**src/rtl/ppl_pkg.sv**
```systemverilog
// Constants, register map and types for the position probe latch
package ppl_pkg;

	// Bus geometry
	localparam int ADR_W = 20;
	localparam int DAT_W = 32;
	localparam int SEL_W = 4;
	localparam int IDX_W = 18;
	localparam int CFG_W = 16;
	localparam int POS_W = 32;

	// Register indices; byte address is four times the index
	localparam logic [IDX_W-1:0] IDX_PROBE_CONFIG = 18'h060b8;
	localparam logic [IDX_W-1:0] IDX_PROBE_STATUS = 18'h060b9;
	localparam logic [IDX_W-1:0] IDX_PROBE_ONE_RISE_POSITION = 18'h060ba;
	localparam logic [IDX_W-1:0] IDX_PROBE_ONE_FALL_POSITION = 18'h060bb;
	localparam logic [IDX_W-1:0] IDX_PROBE_TWO_RISE_POSITION = 18'h060bc;
	localparam logic [IDX_W-1:0] IDX_PROBE_TWO_FALL_POSITION = 18'h060bd;

	// Reset values
	localparam logic [CFG_W-1:0] PROBE_CONFIG_RESET = 16'h0000;
	localparam logic [POS_W-1:0] POSITION_RESET = 32'h00000000;

	// Channel geometry
	localparam int CHANNELS = 2;
	localparam int EDGES = 2;
	localparam int ENTRIES = 4;

	// Per-channel fields in config and status; channel n sits n strides up
	localparam int CH_STRIDE = 8;
	localparam int CFG_EN_BIT = 0;
	localparam int CFG_CONT_BIT = 1;
	localparam int CFG_SRC_BIT = 2;
	localparam int STS_RISE_BIT = 0;
	localparam int STS_FALL_BIT = 1;

	// Entry order within the position store
	localparam int EDGE_RISE = 0;
	localparam int EDGE_FALL = 1;

	// Bus slave states
	typedef enum logic {
		BUS_IDLE,
		BUS_ACK
	} ppl_bus_state_type;

endpackage : ppl_pkg

```
**src/rtl/ppl_edge_detect.sv**
```systemverilog
// Two-flop synchroniser with rise and fall detection for one probe source
`timescale 1ns/1ps
module ppl_edge_detect (
	input wire logic clk,
	input wire logic rst_n,
	input wire logic ce,
	input wire logic level_in,
	output logic rise_out,
	output logic fall_out
);

	logic meta_reg;
	logic sync_reg;
	logic prev_reg;

	always_ff @(posedge clk or negedge rst_n) begin
		if (!rst_n) begin
			meta_reg <= 1'b0;
			sync_reg <= 1'b0;
			prev_reg <= 1'b0;
		end else if (ce) begin
			meta_reg <= level_in;
			sync_reg <= meta_reg;
			prev_reg <= sync_reg;
		end
	end

	// Compare consecutive synchronised samples
	assign rise_out = sync_reg & ~prev_reg;
	assign fall_out = ~sync_reg & prev_reg;

endmodule : ppl_edge_detect

```
**src/rtl/ppl_position_probe_latch.sv**
```systemverilog
// Two-channel position probe latch with a classic Wishbone register slave
`timescale 1ns/1ps
module ppl_position_probe_latch (
	input wire logic CORE_CLK,
	input wire logic RST_N,
	input wire logic CE,
	input wire logic [ppl_pkg::ADR_W-1:0] ADR_I,
	input wire logic [ppl_pkg::DAT_W-1:0] DAT_I,
	output logic [ppl_pkg::DAT_W-1:0] DAT_O,
	input wire logic WE_I,
	input wire logic [ppl_pkg::SEL_W-1:0] SEL_I,
	input wire logic STB_I,
	input wire logic CYC_I,
	output logic ACK_O,
	input wire logic PROBE_ONE_EXTERNAL_INPUT,
	input wire logic PROBE_TWO_EXTERNAL_INPUT,
	input wire logic INDEX_PULSE,
	input wire logic [ppl_pkg::POS_W-1:0] ENCODER_POSITION
);

	ppl_pkg::ppl_bus_state_type bus_state_reg;
	ppl_pkg::ppl_bus_state_type bus_state_next;
	logic [ppl_pkg::CFG_W-1:0] config_reg;
	logic [ppl_pkg::CFG_W-1:0] config_next;
	logic [ppl_pkg::ENTRIES-1:0] captured_reg;
	logic [ppl_pkg::ENTRIES-1:0] captured_next;
	logic [ppl_pkg::CHANNELS-1:0] enable_prev_reg;
	logic [ppl_pkg::POS_W-1:0] position_reg [ppl_pkg::ENTRIES];
	logic [ppl_pkg::DAT_W-1:0] dat_reg;
	logic [ppl_pkg::DAT_W-1:0] dat_next;

	logic [ppl_pkg::CHANNELS-1:0] enable;
	logic [ppl_pkg::CHANNELS-1:0] continuous;
	logic [ppl_pkg::CHANNELS-1:0] source_index;
	logic [ppl_pkg::CHANNELS-1:0] source_level;
	logic [ppl_pkg::CHANNELS-1:0] rise_det;
	logic [ppl_pkg::CHANNELS-1:0] fall_det;
	logic [ppl_pkg::CHANNELS-1:0] arm;
	logic [ppl_pkg::ENTRIES-1:0] capture;
	logic [ppl_pkg::ENTRIES-1:0] rearm;
	logic bus_req;
	logic bus_write;
	logic [ppl_pkg::IDX_W-1:0] word_idx;
	logic [ppl_pkg::DAT_W-1:0] status_word;

	// Source selection per channel
	assign source_level[0] = source_index[0] ? INDEX_PULSE : PROBE_ONE_EXTERNAL_INPUT;
	assign source_level[1] = source_index[1] ? INDEX_PULSE : PROBE_TWO_EXTERNAL_INPUT;

	genvar ch;
	genvar ed;
	generate
		for (ch = 0; ch < ppl_pkg::CHANNELS; ch++) begin : g_channel
			assign enable[ch] = config_reg[ch*ppl_pkg::CH_STRIDE+ppl_pkg::CFG_EN_BIT];
			assign continuous[ch] = config_reg[ch*ppl_pkg::CH_STRIDE+ppl_pkg::CFG_CONT_BIT];
			assign source_index[ch] = config_reg[ch*ppl_pkg::CH_STRIDE+ppl_pkg::CFG_SRC_BIT];
			// Enable seen going high opens a new single-capture window
			assign arm[ch] = enable[ch] & ~enable_prev_reg[ch];

			ppl_edge_detect u_edge (
				.clk(CORE_CLK),
				.rst_n(RST_N),
				.ce(CE),
				.level_in(source_level[ch]),
				.rise_out(rise_det[ch]),
				.fall_out(fall_det[ch])
			);

			for (ed = 0; ed < ppl_pkg::EDGES; ed++) begin : g_edge
				localparam int ENT = ch * ppl_pkg::EDGES + ed;
				logic det;
				assign det = (ed == ppl_pkg::EDGE_RISE) ? rise_det[ch] : fall_det[ch];
				assign rearm[ENT] = arm[ch];
				// Gate on enable; single mode blocks after first capture
				assign capture[ENT] = enable[ch] & det
					& (continuous[ch] | ~captured_reg[ENT] | arm[ch]);

				always_ff @(posedge CORE_CLK or negedge RST_N) begin
					if (!RST_N) begin
						position_reg[ENT] <= ppl_pkg::POSITION_RESET;
					end else if (CE && capture[ENT]) begin
						position_reg[ENT] <= ENCODER_POSITION;
					end
				end
			end
		end
	endgenerate

	// Capture flags: a capture in the re-arm cycle wins
	assign captured_next = capture | (captured_reg & ~rearm);

	always_ff @(posedge CORE_CLK or negedge RST_N) begin
		if (!RST_N) begin
			captured_reg <= '0;
			enable_prev_reg <= '0;
		end else if (CE) begin
			captured_reg <= captured_next;
			enable_prev_reg <= enable;
		end
	end

	// Wishbone slave: one wait state, ack for exactly one cycle
	assign bus_req = CYC_I & STB_I;
	assign bus_write = bus_req & WE_I & (bus_state_reg == ppl_pkg::BUS_ACK);
	assign word_idx = ADR_I[ppl_pkg::ADR_W-1:2];

	always_comb begin
		case (bus_state_reg)
			ppl_pkg::BUS_IDLE: begin
				bus_state_next = bus_req ? ppl_pkg::BUS_ACK : ppl_pkg::BUS_IDLE;
			end
			ppl_pkg::BUS_ACK: begin
				bus_state_next = ppl_pkg::BUS_IDLE;
			end
			default: begin
				bus_state_next = ppl_pkg::BUS_IDLE;
			end
		endcase
	end

	always_ff @(posedge CORE_CLK or negedge RST_N) begin
		if (!RST_N) begin
			bus_state_reg <= ppl_pkg::BUS_IDLE;
		end else if (CE) begin
			bus_state_reg <= bus_state_next;
		end
	end

	assign ACK_O = (bus_state_reg == ppl_pkg::BUS_ACK);

	// Config write with byte lanes
	always_comb begin
		config_next = config_reg;
		if (bus_write && word_idx == ppl_pkg::IDX_PROBE_CONFIG) begin
			if (SEL_I[0]) begin
				config_next[7:0] = DAT_I[7:0];
			end
			if (SEL_I[1]) begin
				config_next[15:8] = DAT_I[15:8];
			end
		end
	end

	always_ff @(posedge CORE_CLK or negedge RST_N) begin
		if (!RST_N) begin
			config_reg <= ppl_pkg::PROBE_CONFIG_RESET;
		end else if (CE) begin
			config_reg <= config_next;
		end
	end

	// Status word: capture flags per channel
	always_comb begin
		status_word = '0;
		for (int c = 0; c < ppl_pkg::CHANNELS; c++) begin
			status_word[c*ppl_pkg::CH_STRIDE+ppl_pkg::STS_RISE_BIT] =
				captured_reg[c*ppl_pkg::EDGES+ppl_pkg::EDGE_RISE];
			status_word[c*ppl_pkg::CH_STRIDE+ppl_pkg::STS_FALL_BIT] =
				captured_reg[c*ppl_pkg::EDGES+ppl_pkg::EDGE_FALL];
		end
	end

	// Read mux; unmapped words read zero
	always_comb begin
		case (word_idx)
			ppl_pkg::IDX_PROBE_CONFIG: begin
				dat_next = {16'h0000, config_reg};
			end
			ppl_pkg::IDX_PROBE_STATUS: begin
				dat_next = status_word;
			end
			ppl_pkg::IDX_PROBE_ONE_RISE_POSITION: begin
				dat_next = position_reg[0];
			end
			ppl_pkg::IDX_PROBE_ONE_FALL_POSITION: begin
				dat_next = position_reg[1];
			end
			ppl_pkg::IDX_PROBE_TWO_RISE_POSITION: begin
				dat_next = position_reg[2];
			end
			ppl_pkg::IDX_PROBE_TWO_FALL_POSITION: begin
				dat_next = position_reg[3];
			end
			default: begin
				dat_next = '0;
			end
		endcase
	end

	always_ff @(posedge CORE_CLK or negedge RST_N) begin
		if (!RST_N) begin
			dat_reg <= '0;
		end else if (CE && bus_req && bus_state_reg == ppl_pkg::BUS_IDLE) begin
			dat_reg <= dat_next;
		end
	end

	assign DAT_O = dat_reg;
endmodule : ppl_position_probe_latch

```
**config.mk**
```make
export PLATFORM = sky130hd
export DESIGN_NAME = ppl_position_probe_latch
export DESIGN_NICKNAME = d
export VERILOG_FILES = /design/src/rtl/ppl_pkg.sv /design/src/rtl/ppl_edge_detect.sv /design/src/rtl/ppl_position_probe_latch.sv
export SDC_FILE = /design/constraint.sdc
export NUM_CORES = 1
export LEC_CHECK = 0
export BUFFER_PORTS_ARGS = -buffer_cell sky130_fd_sc_hd__clkbuf_2
export CAP_MARGIN = 20
export CORE_AREA = 10 10 135 137
export DETAILED_ROUTE_END_ITERATION = 8
export DIE_AREA = 0 0 145 147
export HOLD_SLACK_MARGIN = 0.02
export PLACE_DENSITY = 0.85
export SETUP_SLACK_MARGIN = 0.3
export SLEW_MARGIN = 20
export SYNTH_ARGS = -nofsm -noshare
export SYNTH_HDL_FRONTEND = slang
export SYNTH_HIERARCHICAL = 1
export SYNTH_SLANG_ARGS = --single-unit
```
**constraint.sdc**
```tcl
create_clock -name CORE_CLK -period 3.3 [get_ports CORE_CLK]
set_input_delay 0.33 -clock CORE_CLK [delete_from_list [all_inputs] [get_ports CORE_CLK]]
set_output_delay 0.33 -clock CORE_CLK [all_outputs]
set_load 0.01 [all_outputs]
```
=== Yosys cells after proc, flatten, opt, wreduce, memory -nomap -nowiden ===
Cells that the tools add are included.

* Equal/unequal tests: 6
* Multiplexer cells: 5
* Bitwise gates (word level): 39
* Reduce and logical (&&, ||, !) cells: 9

{| class="wikitable"
|+ Operators by type and width
! kind !! count
|-
| $pmux W32 S6 || 1
|-
| $eq A18 B15 Y1 const B || 6
|-
| $and A1 B1 Y1 || 17
|-
| $not A1 Y1 || 11
|-
| $or A1 B1 Y1 || 8
|-
| $logic_and A1 B1 Y1 || 7
|-
| $reduce_and A3 Y1 || 2
|-
| $and A4 B4 Y4 || 1
|-
| $not A4 Y4 || 1
|-
| $or A4 B4 Y4 || 1
|-
| $mux W1 || 3
|-
| $pmux W1 S2 || 1
|}

* Register bits after elaboration: 189
* Output and inout port bits: 33
* Word-level logic and storage cells: 75

=== Logic depth before layout (Yosys ltp) ===
* Word-level depth: 5
* Depth in mapped cells: 8
* Gate-level depth less buffers: 5

=== By module ===
Netlist, hierarchy kept.

{| class="wikitable"
|+ Modules (own cells, without submodules)
! module !! instances !! cells an instance !! area each (µm²) !! seq. area each (µm²)
|-
| ppl_position_probe_latch || 1 || 619 || 8242.9 || 4579.4
|-
| ppl_edge_detect || 2 || 8 || 121.4 || 75.1
|}

=== Worst setup path before layout ===
Ideal clock, no wire load.

* Path type: input to register
* Start point: input ADR_I[11] (netlist bit)
* End point: register dat_reg, in the netlist DAT_O[21]
* Library setup time: 80 ps
* Arrival time: 1593 ps
* Required time: 3220 ps
* Path slack: 1627 ps
* Stages: 8
* Cells stage by stage: nor4_4 and3_1 buf_4 and2_4 buf_6 nand3_4 buf_6 o211ai_2

* Longest elaborated chain between the ends: 2
* Elaborated cells between the ends (all ways): 7
* Those cells by class: eq/ne (6); mux (1)

{| class="wikitable"
|+ RTL lines
! what !! RTL line !! RTL
|-
| from (decl) || ppl_position_probe_latch.sv:7 || <nowiki>input wire logic [ppl_pkg::ADR_W-1:0] ADR_I,</nowiki>
|-
| $eq A18 B15 Y1 || ppl_position_probe_latch.sv:165 || <nowiki>case (word_idx)</nowiki>
|-
| $pmux W32 S6 * || ppl_position_probe_latch.sv:165 ||
|-
| to (signal assigned) || ppl_position_probe_latch.sv:194 || <nowiki>dat_reg <= dat_next;</nowiki>
|-
| to (decl) || ppl_position_probe_latch.sv:29 || <nowiki>logic [ppl_pkg::DAT_W-1:0] dat_reg;</nowiki>
|}

Every way passes the cells marked *; elsewhere a longest branch is shown, timed or not.
A chain may end at the register's enable or synchronous reset.

=== Worst setup path after layout ===
* Start point: input ADR_I[11] (netlist bit)
* End point: register dat_reg, in the netlist DAT_O[20]

Same word-level chain as after synthesis.

==> flow_metrics.env <==
export IMPL_status="complete, but fails checks"
export IMPL_violations="negative hold slack"
export IMPL_cp_data_arrival_time_ns=2.30
export IMPL_hpwl_um=14100
export IMPL_slew_headroom=0.408
export IMPL_grt_use_met3=0.0504
export IMPL_synth_area_per_cell_um2=13.4
export IMPL_p_leak_nw=4.96
export IMPL_grt_setup_unrepaired="no"
export IMPL_clk_pin_slew_ns=0.07
export IMPL_setup_violations=0
export IMPL_die_w_um=145
export IMPL_whs_ns=-0.0201
export IMPL_busiest_layer="met2"
export IMPL_track_usage=0.203
export IMPL_num_vias=5794
export IMPL_area_delta_synth_final_pct=16.1
export IMPL_antenna_found_initial=1
export IMPL_setup_tns_ns=0
export IMPL_viasPerCell=5.98
export IMPL_p_per_area_nw_per_um2=470
export IMPL_syn_inst=635
export IMPL_place_congestion=0.844
export IMPL_drcViolationCount=0
export IMPL_ctsHoldBuffers=0
export IMPL_ys_ff_latch=189
export IMPL_async_flop_share=1.00
export IMPL_worst_setup_path_start_kind="input pin"
export IMPL_hold_path_class="in2async"
export IMPL_route_antenna_remaining_nets=0
export IMPL_numCtsBuffers=17
export IMPL_drive_gt1_frac=0.487
export IMPL_cts_tree="built"
export IMPL_die_h_um=147
export IMPL_clkLatencyLatePin_ns=0.44
export IMPL_num_nets_final=837
export IMPL_skew_ns=0.00761
export IMPL_grt_max_degree=97
export IMPL_die_area_um2=21300
export IMPL_drtIter0Drc=384
export IMPL_num_io_pins=130
export IMPL_clock_path_buffers=2
export IMPL_io_buffers=109
export IMPL_fin_crit_ns=1.95
export IMPL_grt_pass1_vias=6378
export IMPL_grt_pass1_wl_um=34300
export IMPL_period_share=0.592
export IMPL_crit_fanout=19
export IMPL_cts_resized=0
export IMPL_grt_met1_usage=0.239
export IMPL_ys_types=47
export IMPL_htreeDepth=4
export IMPL_drt_total_wl_um=21400
export IMPL_start_util=0.544
export IMPL_synth_flop_cell="dfrtp_1"
export IMPL_finalMaxSlewViolations=0
export IMPL_vdd_drop_max_mv=0.400
export IMPL_rows=46
export IMPL_dp_cells=937
export IMPL_wire_per_inst_um=22.1
export IMPL_yosys_top_cells_area="dfrtp_1 56%, mux2_2 25%, nand2_1 1.8%"
export IMPL_path_class="in2reg"
export IMPL_first_pass_iters=5
export IMPL_cts_root_buf="clkbuf_16"
export IMPL_max_freq_mhz=512
export IMPL_synth_edf_count=0
export IMPL_synth_top_area_share=0.557
export IMPL_netlist_area_um2=8490
export IMPL_core_area_um2=15600
export IMPL_antenna_cells=0
export IMPL_worst_pin_slew_ns=0.889
export IMPL_grt_ovfl_total=0
export IMPL_met2_usage=0.355
export IMPL_synth_nets=732
export IMPL_endpoint_kind="register"
export IMPL_final_hold_violation_count=14
export IMPL_critPathRequiredTime_ns=3.65
export IMPL_seq_area_frac_synth=0.557
export IMPL_largest_reg_flops=128
export IMPL_drv_cap=0
export IMPL_clock_sinks=189
export IMPL_yosys_area_top_type="dfrtp_1"
export IMPL_final_util=0.632
export IMPL_ys_warn_count=6
export IMPL_layout_cells_non_filler=969
export IMPL_post_cts_setup_buffer_count=0
[critical path: stages]
cell and delay (ns):
clkbuf_2 0.10, nor4_4 0.41, and3_1 0.21, buf_4 0.25, and2_4 0.37, nand3_4 0.30
o211ai_1 0.31
[routing by layer]
layer | share of wire | vias to the layer above
met5 | 0 | -
met4 | 0.017 | 0
met3 | 0.064 | 29
met2 | 0.51 | 199
met1 | 0.41 | 3009
li1 | - | 2557
[power breakdown]
part | internal [mW] | switching [mW]
Sequential | 2.33 | 0.0140
Combinational | 0.0820 | 0.142
Clock | 1.20 | 0.860
[synth_stat cells, types with 2 or more instances]
master and number:
dfrtp_1 189, mux2_2 188, nand2_1 41, nand4_1 19
o21ai_0 19, a22oi_1 18, nor2_1 18, a31oi_1 16
buf_1 15, buf_2 14, a2bb2oi_1 12, mux2i_1 12
o211ai_2 10, clkbuf_1 7, nand3_1 6, o211ai_1 6
a21o_1 4, nor2b_1 4, inv_1 3, nand2_2 3
a22o_1 2, buf_6 2, nor3b_2 2, nor4b_1 2
[per-stage QoR]
stage / hold WS, ns / setup WS [ns] / cell area, um2 / power, mW
floorplan: 0.0344 / 1.63 / 8490 / 2.47
global placement: 0.469 / 0.991 / 9260 / 2.60
detailed placement: 0.476 / 0.926 / 9260 / 2.62
CTS: 0.0271 / 1.37 / 9850 / 4.66
global route: 0.0428 / 1.23 / 9850 / 4.78
finish: -0.0201 / 1.35 / 9850 / 4.63
[cell type report]
class	count	area, um2
timing repair buffer	125	684
fill	1155	5740
inverter	3	11.3
tap	216	270
multi-input combinational	404	3570
clock inverter	13	148
sequential	189	4730
clock buffer	19	443
[path summary, 6_finish.rpt]
check | from | endpoint | slack [ns] | cells after the start
min in group CORE_CLK | DAT_I[2] | config_reg[2]$_DFFE_PN0P_ | 0.12 | 2
worst max register to register | g_channel[1].u_edge/sync_reg$_DFFE_PN0P_ | position_reg[38]$_DFFE_PN0P_ | 1.54 | 5
worst min-delay path | RST_N | g_channel[1].u_edge/meta_reg$_DFFE_PN0P_ | -0.02 | 1
worst max-delay path | ADR_I[11] | DAT_O[20]$_DFFE_PN0P_ | 1.35 | 7
max in group asynchronous | RST_N | position_reg[10]$_DFFE_PN0P_ | 2.44 | 2
worst min register to register | DAT_O[23]$_DFFE_PN0P_ | DAT_O[23]$_DFFE_PN0P_ | 0.49 | 2
[placed cells by master, fill, tap and decap left out, types with 2 or more instances in the layout]
master and n:
clkbuf_16 17, a22o_1 2, clkbuf_2 108, mux2i_1 12, buf_4 15, nand3_1 6, clkinvlp_4 3, nor4b_1 2
clkinv_2 7, a2bb2oi_1 12, nand2_2 3, mux2_2 188, bufinv_16 3, o211ai_2 10, o211ai_1 6, nor2_1 18
nand2_1 41, nor2b_1 4, inv_1 3, a21o_1 4, a31oi_1 16, o21ai_0 19, nand4_1 19, dfrtp_1 189
a22oi_1 18
[cells by family after synthesis]
family          Yosys count  share of synthesized area
buf+inv                  42                     0.0229
simple gates            110                     0.0721
compound gates           94                     0.0840
flops                   189                      0.557
mux                     200                      0.264
No activity file was read; power rests on OpenSTA's default activity.
